[config.mk]
export PLATFORM = sky130hd
export DESIGN_NAME = crma_top
export DESIGN_NICKNAME = d
export VERILOG_FILES = /design/src/rtl/crma_regmem.v /design/src/rtl/crma_top.v
export VERILOG_INCLUDE_DIRS = /design/src /design/src/rtl
export SDC_FILE = /design/constraint.sdc
export NUM_CORES = 1
export LEC_CHECK = 0
export BUFFER_PORTS_ARGS = -buffer_cell sky130_fd_sc_hd__clkbuf_2
export CORE_UTILIZATION = 43
export DETAILED_ROUTE_END_ITERATION = 8
export GPL_ROUTABILITY_DRIVEN = 1
export PLACE_DENSITY = 0.7
export SYNTH_ARGS = -nofsm -noshare
export SYNTH_HDL_FRONTEND = slang
export SYNTH_HIERARCHICAL = 1
export SYNTH_SLANG_ARGS = --single-unit
[constraint.sdc]
create_clock -name i_clk -period 3.89 [get_ports i_clk]
set_clock_uncertainty 0.2 [all_clocks]
set_input_delay 0.1945 -clock i_clk [delete_from_list [all_inputs] [get_ports i_clk]]
set_output_delay 0.1945 -clock i_clk [all_outputs]
set_load 0.005 [all_outputs]
[src/rtl/crma_consts.vh]
// Purpose: constants for the configuration register message access block
// Assumes: token stream is one byte or control token per beat
// Notes: definitions only
`ifndef CRMA_CONSTS_VH
`define CRMA_CONSTS_VH
`define CRMA_CT_WRITE 8'hc0
`define CRMA_CT_READ 8'hc1
`define CRMA_CT_END 8'h01
`define CRMA_CT_ACK 8'h03
`define CRMA_CT_NACK 8'h04
`define CRMA_NO_REPLY 8'hff
`define CRMA_PS_TYPE 8'h0c
`define CRMA_PS_SHIFT 8
`define CRMA_REG_AW 4
`define CRMA_REG_NUM 16
`endif

[src/rtl/crma_regmem.v]
// Purpose: small register storage with registered read data
// Assumes: one access per cycle
// Notes: contents reset to zero
`timescale 1ns/1ns
`default_nettype none
`include "crma_consts.vh"
module crma_regmem (
    // clock and reset
    input wire i_clk,
    input wire i_rst_b,
    // access
    input wire i_we,
    input wire [`CRMA_REG_AW-1:0] i_addr,
    input wire [31:0] i_wdata,
    output reg [31:0] o_rdata
);
    reg [31:0] mem_q [0:`CRMA_REG_NUM-1];
    integer k;
    always @(posedge i_clk or negedge i_rst_b) begin
        if (!i_rst_b) begin
            for (k = 0; k < `CRMA_REG_NUM; k = k + 1) begin
                mem_q[k] <= 32'h0;
            end
            o_rdata <= 32'h0;
        end else begin
            if (i_we) begin
                mem_q[i_addr] <= i_wdata;
            end
            o_rdata <= mem_q[i_addr];
        end
    end
endmodule // crma_regmem
`default_nettype wire

[src/rtl/crma_top.v]
// Purpose: serve register read and write request messages on a token stream
// Assumes: i_rx_ctl marks a control token; output beats held until i_tx_ready
// Notes: registers 0..15 exist; a status word port gives processor access
`timescale 1ns/1ns
`default_nettype none
`include "crma_consts.vh"
module crma_top (
    // clock and reset
    input wire i_clk,
    input wire i_rst_b,
    // request stream in
    input wire i_rx_valid,
    input wire i_rx_ctl,
    input wire [7:0] i_rx_data,
    output reg o_rx_ready,
    // reply stream out
    output reg o_tx_valid,
    output reg o_tx_ctl,
    output reg [7:0] o_tx_data,
    output reg [23:0] o_tx_dest,
    input wire i_tx_ready,
    // processor status access
    input wire i_ps_req,
    input wire i_ps_we,
    input wire [31:0] i_ps_id,
    input wire [31:0] i_ps_wdata,
    output reg o_ps_ack,
    output reg o_ps_err,
    output reg [31:0] o_ps_rdata
);
    localparam S_CMD = 3'd0, S_DEST = 3'd1, S_REG = 3'd2, S_DATA = 3'd3;
    localparam S_END = 3'd4, S_DRAIN = 3'd5, S_MEM = 3'd6, S_TX = 3'd7;

    reg [2:0] st_q;
    reg wr_q, bad_q, skip_q;
    reg [1:0] cnt_q;
    reg [23:0] dest_q;
    reg [15:0] reg_q;
    reg [31:0] data_q;
    reg [2:0] tx_q;
    reg mem_we, ps_pend_q, ps_we_q;
    reg [`CRMA_REG_AW-1:0] mem_addr;
    wire [31:0] mem_rdata;

    // register number is valid only inside the implemented range
    function reg_ok;
        input [15:0] n;
        reg_ok = (n < `CRMA_REG_NUM);
    endfunction

    // status id check: low byte is the type, register number above
    wire [23:0] ps_num = i_ps_id[31:`CRMA_PS_SHIFT];
    wire ps_ok = (i_ps_id[7:0] == `CRMA_PS_TYPE) && (ps_num < `CRMA_REG_NUM);
    // a message owns the memory port on its end edge, so the status port waits then
    wire msg_busy = (st_q == S_MEM) ||
        (st_q == S_END && i_rx_valid && o_rx_ready && i_rx_ctl && i_rx_data == `CRMA_CT_END);
    wire ps_go = ps_pend_q && !msg_busy;

    always @* begin
        mem_we = 1'b0;
        mem_addr = reg_q[`CRMA_REG_AW-1:0];
        if (st_q == S_END && !bad_q && wr_q && i_rx_valid && o_rx_ready && i_rx_ctl &&
            i_rx_data == `CRMA_CT_END && reg_ok(reg_q)) begin
            mem_we = 1'b1;
        end else if (ps_go) begin
            mem_addr = ps_num[`CRMA_REG_AW-1:0];
            mem_we = ps_we_q && ps_ok;
        end
    end

    crma_regmem u_mem (
        .i_clk(i_clk),
        .i_rst_b(i_rst_b),
        .i_we(mem_we),
        .i_addr(mem_addr),
        .i_wdata(ps_go ? i_ps_wdata : data_q),
        .o_rdata(mem_rdata)
    );

    // processor status port; one cycle ack after request is granted
    reg ps_rd_q, ps_ok_q;
    always @(posedge i_clk or negedge i_rst_b) begin
        if (!i_rst_b) begin
            ps_pend_q <= 1'b0;
            ps_we_q <= 1'b0;
            ps_rd_q <= 1'b0;
            ps_ok_q <= 1'b0;
            o_ps_ack <= 1'b0;
            o_ps_err <= 1'b0;
            o_ps_rdata <= 32'h0;
        end else begin
            o_ps_ack <= 1'b0;
            ps_rd_q <= 1'b0;
            if (i_ps_req && !ps_pend_q && !ps_rd_q) begin
                ps_pend_q <= 1'b1;
                ps_we_q <= i_ps_we;
            end else if (ps_go) begin
                ps_pend_q <= 1'b0;
                ps_rd_q <= 1'b1;
                ps_ok_q <= ps_ok;
            end
            if (ps_rd_q) begin
                o_ps_ack <= 1'b1;
                o_ps_err <= !ps_ok_q;
                o_ps_rdata <= ps_ok_q ? mem_rdata : 32'h0;
            end
        end
    end

    wire take = i_rx_valid && o_rx_ready;
    wire is_end = i_rx_ctl && i_rx_data == `CRMA_CT_END;

    // reply beat sequence: tx_q counts ack, four data bytes on a good read only, end
    always @(posedge i_clk or negedge i_rst_b) begin
        if (!i_rst_b) begin
            st_q <= S_CMD;
            wr_q <= 1'b0;
            bad_q <= 1'b0;
            skip_q <= 1'b0;
            cnt_q <= 2'd0;
            dest_q <= 24'h0;
            reg_q <= 16'h0;
            data_q <= 32'h0;
            tx_q <= 3'd0;
            o_rx_ready <= 1'b0;
            o_tx_valid <= 1'b0;
            o_tx_ctl <= 1'b0;
            o_tx_data <= 8'h0;
            o_tx_dest <= 24'h0;
        end else begin
            case (st_q)
                S_CMD: begin
                    o_rx_ready <= 1'b1;
                    if (take) begin
                        cnt_q <= 2'd0;
                        bad_q <= 1'b0;
                        skip_q <= 1'b0;
                        if (i_rx_ctl && i_rx_data == `CRMA_CT_WRITE) begin
                            wr_q <= 1'b1;
                            st_q <= S_DEST;
                        end else if (i_rx_ctl && i_rx_data == `CRMA_CT_READ) begin
                            wr_q <= 1'b0;
                            st_q <= S_DEST;
                        end else if (!is_end) begin
                            skip_q <= 1'b1;
                            st_q <= S_DRAIN; // garbage opener: skip to end token, no reply possible
                        end
                    end
                end
                S_DEST: if (take) begin
                    if (i_rx_ctl) bad_q <= 1'b1;
                    dest_q <= {dest_q[15:0], i_rx_data};
                    cnt_q <= cnt_q + 2'd1;
                    if (cnt_q == 2'd2) begin
                        cnt_q <= 2'd0;
                        st_q <= S_REG;
                    end
                end
                S_REG: if (take) begin
                    if (i_rx_ctl) bad_q <= 1'b1;
                    reg_q <= {reg_q[7:0], i_rx_data};
                    cnt_q <= cnt_q + 2'd1;
                    if (cnt_q == 2'd1) begin
                        cnt_q <= 2'd0;
                        st_q <= wr_q ? S_DATA : S_END;
                    end
                end
                S_DATA: if (take) begin
                    if (i_rx_ctl) bad_q <= 1'b1;
                    data_q <= {data_q[23:0], i_rx_data};
                    cnt_q <= cnt_q + 2'd1;
                    if (cnt_q == 2'd3) st_q <= S_END;
                end
                S_END: if (take) begin
                    if (!is_end) begin
                        bad_q <= 1'b1;
                        st_q <= S_DRAIN;
                    end else begin
                        bad_q <= bad_q || !reg_ok(reg_q);
                        o_rx_ready <= 1'b0;
                        st_q <= S_MEM;
                    end
                end
                S_DRAIN: if (take && is_end) begin
                    o_rx_ready <= 1'b0;
                    st_q <= S_MEM;
                end
                S_MEM: begin
                    // read data is registered, so wait here one cycle
                    tx_q <= 3'd0;
                    data_q <= (!wr_q && !bad_q) ? mem_rdata : data_q;
                    if (skip_q || (wr_q && dest_q[7:0] == `CRMA_NO_REPLY)) begin
                        st_q <= S_CMD;
                    end else begin
                        o_tx_dest <= dest_q;
                        o_tx_valid <= 1'b1;
                        o_tx_ctl <= 1'b1;
                        o_tx_data <= bad_q ? `CRMA_CT_NACK : `CRMA_CT_ACK;
                        st_q <= S_TX;
                    end
                end
                default: if (i_tx_ready) begin
                    tx_q <= tx_q + 3'd1;
                    if (o_tx_ctl && o_tx_data == `CRMA_CT_END && tx_q != 3'd0) begin
                        o_tx_valid <= 1'b0;
                        st_q <= S_CMD;
                    end else if (tx_q == 3'd0 && (wr_q || bad_q) || tx_q == 3'd4) begin
                        o_tx_ctl <= 1'b1;
                        o_tx_data <= `CRMA_CT_END;
                        tx_q <= 3'd5;
                    end else begin
                        o_tx_ctl <= 1'b0;
                        o_tx_data <= data_q[31:24];
                        data_q <= {data_q[23:0], 8'h0};
                    end
                end
            endcase
        end
    end
endmodule // crma_top
`default_nettype wire

==> results.md <==
| Metric | Value | Unit |
|---|---|---|
| Drc violations | 0 | - |
| Routed wire length | 78,800 | µm |
| Initial drt markers | 1,381 | - |
| Routed vias/inst | 5.73 | - |
| Count of max-cap constraint violations | 0 | - |
| Die Width | 272 | µm |
| Antenna diode count | 0 | - |
| Area of the core region | 0.0719 | mm² |
| Maximum clock insertion buffer count | 3 | - |
| Global Route met1 Usage | 29.0 | % |
| Status | finished, final reports clean | - |
| Post-route antenna net violation count | 0 | - |
| Worst slack after detailed placement | 0.188 | ns |
| Initial antenna violation count | 0 | - |
| Final clock period utilization by the worst path | 96.8 | % |
| FF-to-FF path depth | 8 | - |
| Height of the die | 272 | µm |
| Aggregate global-route resource usage | 21.8 | % |
| Portion of the post-synthesis area used by sequential elements | 55.8 | % |
| Cell Area, Synth | 0.0314 | mm² |
| Headroom to the max-slew limit | 25.8 | % |
| Type of the setup path with the least slack | input pin to register | - |
| Cell chosen for the clock root | sky130_fd_sc_hd__clkbuf_16 | - |
| Total power per unit cell area | 587 | mW/mm² |
| Mean area per synthesized cell | 14.9 | µm² |
| Total Power | 21,200 | µW |
| Worst hold path depth | 3 | - |
| Number of enable-type register cells in the synthesized netlist | 0 | - |
| Startpoint class of the critical path | input pin | - |
| Final Hold Fails | 0 | - |
| Clock-pin slew reported for the worst setup and hold paths after clock tree synthesis | 0.06 | ns |
| Wire length of the first global-routing pass | 123,000 | µm |
| Met2 track demand over resource | 36.1 | % |
| Max Transition Viols Final | 0 | - |
| Post-synthesis cell type count | 65 | - |
| Final worst setup slack | 0.125 | ns |
| Sum of overflow across all layers after global routing | 0 | - |
| Actual slew at the worst max-slew pin | 1.11 | ns |
| Yosys top cell by area | sky130_fd_sc_hd__dfrtp_1 | - |
| CTS Buf Count | 72 | - |
| Synthesized instance count | 2,105 | - |
| Arrival time of the worst setup path | 4.05 | ns |
| Vias in the first global route | 20,200 | - |
| Share of the synthesized area in the top cell type | 55.8 | % |
| Endpoint of the worst register-to-register path | u_mem/o_rdata[20] | - |
| Setup Viol. Count Final | 0 | - |
| Met3 track utilization from global routing | 3.76 | % |
| Max VDD drop | 0.000542 | V |
| First-pass detailed-route iteration total | 5 | - |
| Asr flop ratio synth | 100 | % |
| Top post-synthesis cells by area | sky130_fd_sc_hd__dfrtp_1, sky130_fd_sc_hd__mux2_2, sky130_fd_sc_hd__mux4_2, sky130_fd_sc_hd__mux2_4, sky130_fd_sc_hd__a22oi_1 | - |
| Routed length per instance | 24.2 | µm |
| CP required | 4.17 | ns |
| Total of flip-flops plus latches after synthesis | 700 | - |
| Worst-case register-to-register setup slack | 0.37 | ns |
| Nets@finish | 2,345 | - |
| Launch instance of the worst min-delay path | i_ps_wdata[5] | - |
| Final estimated routing congestion in global placement | 0.845 | - |
| Yosys warnings | 6 | - |
| Maximum achievable frequency | 266 | MHz |
| DR vias | 18,700 | - |
| Setup_tns | 0 | ns |
| Dominant register cell in the synthesized netlist | sky130_fd_sc_hd__dfrtp_1 | - |
| H-tree lvl count | 3 | - |
| Source of the worst register-to-register timing path | st_q[1] | - |
| Port buffer count | 147 | - |
| # clock sinks | 700 | - |
| Row cnt | 98 | - |
| Setup repair after global routing missed its margin | no | - |
| Final core utilization | 50.3 | % |
| Worst Hold Endpoint | u_mem/mem_q[485] | - |
| Leakage power total | 0.0176 | µW |
| Net count of the mapped netlist | 2,191 | - |
| Kind of path behind the tightest hold check | input pin to register | - |
| Crit end category | register | - |
| Latest clock arrival within the worst-skew pair | 0.62 | ns |
| HPWL Detailed | 50,400 | µm |
| Clock tree from TritonCTS | built | - |
| Share of cells above drive strength 1 | 49.4 | % |
| Die area | 0.0741 | mm² |
| Ports | 148 | - |
| Highest fanout seen on the critical path | 15 | - |
| Final critical path time including I/O delays and setup | 3.77 | ns |
| Largest net degree at the start of global routing | 122 | - |
| Gr busiest metal | met2 | - |
| Starting utilization of the core area | 43.7 | % |
| Area growth, synth to finish | 15.0 | % |
==> critical path, stage by stage <==
cell and delay [ns]:
sky130_fd_sc_hd__dlygate4sd3_1 0.54, sky130_fd_sc_hd__clkbuf_2 0.11, sky130_fd_sc_hd__nor4_1 0.25, sky130_fd_sc_hd__dlygate4sd3_1 0.58, sky130_fd_sc_hd__nand4_1 0.08, sky130_fd_sc_hd__dlygate4sd3_1 0.60, sky130_fd_sc_hd__nor2_2 0.17, sky130_fd_sc_hd__nand3_1 0.11
sky130_fd_sc_hd__o21ai_2 0.11, sky130_fd_sc_hd__buf_4 0.16, sky130_fd_sc_hd__nand3b_1 0.09, sky130_fd_sc_hd__or3_2 0.47, sky130_fd_sc_hd__buf_6 0.22, sky130_fd_sc_hd__mux2_4 0.33
==> registers in the layout (all words and copies together), names as in the netlist, 2 cells and up <==
register       cells
tx_q               3
u_mem/o_rdata     32
o_tx_data          8
dest_q            24
u_mem/mem_q      512
reg_q             16
data_q            32
o_ps_rdata        32
st_q               3
cnt_q              2
o_tx_dest         24
==> synthesized netlist by cell type, drive strengths merged, types with 3 or more instances <==
library cell	number
dfrtp	700
mux2	650
mux4	128
nand2	122
buf	101
a22oi	73
clkbuf	66
inv	46
o21ai	44
nand3	42
nor2	33
a21oi	10
nor4	9
nand2b	8
ha	7
nor2b	6
a22o	5
nor3	5
mux2i	4
nor3b	4
a31oi	3
and3	3
nand3b	3
nand4	3
==> cells in the final DEF (no fill, tap or decap), types with 4 or more instances in the layout <==
cell / netlist / routed
sky130_fd_sc_hd__nand2b_2: 0 / 4
sky130_fd_sc_hd__a21oi_1: 10 / 10
sky130_fd_sc_hd__inv_1: 44 / 44
sky130_fd_sc_hd__mux2_2: 572 / 571
sky130_fd_sc_hd__bufinv_16: 0 / 4
sky130_fd_sc_hd__nand2_1: 122 / 121
sky130_fd_sc_hd__nor2_1: 31 / 19
sky130_fd_sc_hd__nor3_1: 4 / 4
sky130_fd_sc_hd__nor2_2: 2 / 4
sky130_fd_sc_hd__clkbuf_1: 66 / 13
sky130_fd_sc_hd__buf_4: 14 / 50
sky130_fd_sc_hd__a22o_1: 4 / 4
sky130_fd_sc_hd__o21ai_0: 44 / 43
sky130_fd_sc_hd__nand2b_1: 8 / 4
sky130_fd_sc_hd__ha_1: 7 / 7
sky130_fd_sc_hd__clkinv_2: 0 / 10
sky130_fd_sc_hd__clkbuf_2: 0 / 146
sky130_fd_sc_hd__dlygate4sd3_1: 0 / 23
sky130_fd_sc_hd__clkbuf_8: 0 / 22
sky130_fd_sc_hd__buf_12: 3 / 25
sky130_fd_sc_hd__a22oi_1: 73 / 73
sky130_fd_sc_hd__clkbuf_16: 0 / 73
sky130_fd_sc_hd__mux2i_1: 4 / 4
sky130_fd_sc_hd__mux4_2: 128 / 128
sky130_fd_sc_hd__nor4_1: 7 / 7
sky130_fd_sc_hd__nand3_1: 41 / 40
sky130_fd_sc_hd__mux2_1: 16 / 15
sky130_fd_sc_hd__mux2_4: 62 / 62
sky130_fd_sc_hd__inv_6: 0 / 4
sky130_fd_sc_hd__nor2_4: 0 / 10
sky130_fd_sc_hd__dfrtp_1: 700 / 699
==> cell families (layout without fill, tap and decap cells) <==
| family | after synthesis | in the layout | synth area share [%] |
|---|---|---|---|
| AO/OA/AOI/OAI | 154 | 154 | 3.39 |
| adder cells (fa/ha/maj) | 7 | 7 | 0.279 |
| buffers and inverters | 213 | 419 | 3.45 |
| flip-flops | 700 | 700 | 55.8 |
| multiplexers | 782 | 782 | 33.4 |
| AND/OR/NAND/NOR | 249 | 249 | 3.75 |
==> timing repair <==
item | in CTS | in global routing
gates resized for setup | 0 | 7
setup endpoints to repair | 0 | 407
setup buffers | 0 | 3
hold buffers | 23 | 0
hold endpoints to repair | 151 | 0
==> where the power goes <==
| group | internal [µW] | switching, µW | total (µW) |
|---|---|---|---|
| sequential | 7840 | 560 | 8400 |
| combinational | 2160 | 3720 | 5890 |
| clock | 4130 | 2800 | 6920 |
==> how the worst max path moves through the flow <==
stage                            start           endpoint  depth (start not counted)
final                      i_ps_id[31]   u_mem/mem_q[369]                         14
after detailed placement  i_rx_data[5]  u_mem/o_rdata[20]                          9
after global routing       i_ps_id[31]   u_mem/mem_q[376]                         14
after floorplan                st_q[2]   u_mem/mem_q[353]                         11
after CTS                  i_ps_id[31]   u_mem/mem_q[399]                         13
after global placement    i_rx_data[5]   u_mem/mem_q[466]                          9
==> area by class of cell <==
cell class | instances | area, µm²
fillers | 5962 | 35700
flip-flops and latches | 700 | 17500
multi-input cells | 1192 | 13000
clock buffers | 108 | 2180
repair buffers | 247 | 1870
well taps | 950 | 1190
clock inverters | 18 | 205
inverters | 46 | 173
==> through the flow <==
step	area [µm²]	std cells	hold WS (ns)
2_1_floorplan	31400	2105	-0.301
3_3_place_gp	33500	3109	0.198
3_5_place_dp	33500	3109	0.210
4_1_cts	36100	3258	0.000948
5_1_grt	36100	3261	0.0409
6_report	36100	3261	0.0363
==> per-layer routing <==
metal / part of all wire, % / up-vias
li1: - / 8004
met1: 42 / 9991
met2: 49 / 573
met3: 6.0 / 115
met4: 2.5 / 0
met5: 0 / -
Power figures use the tool's default switching activity.
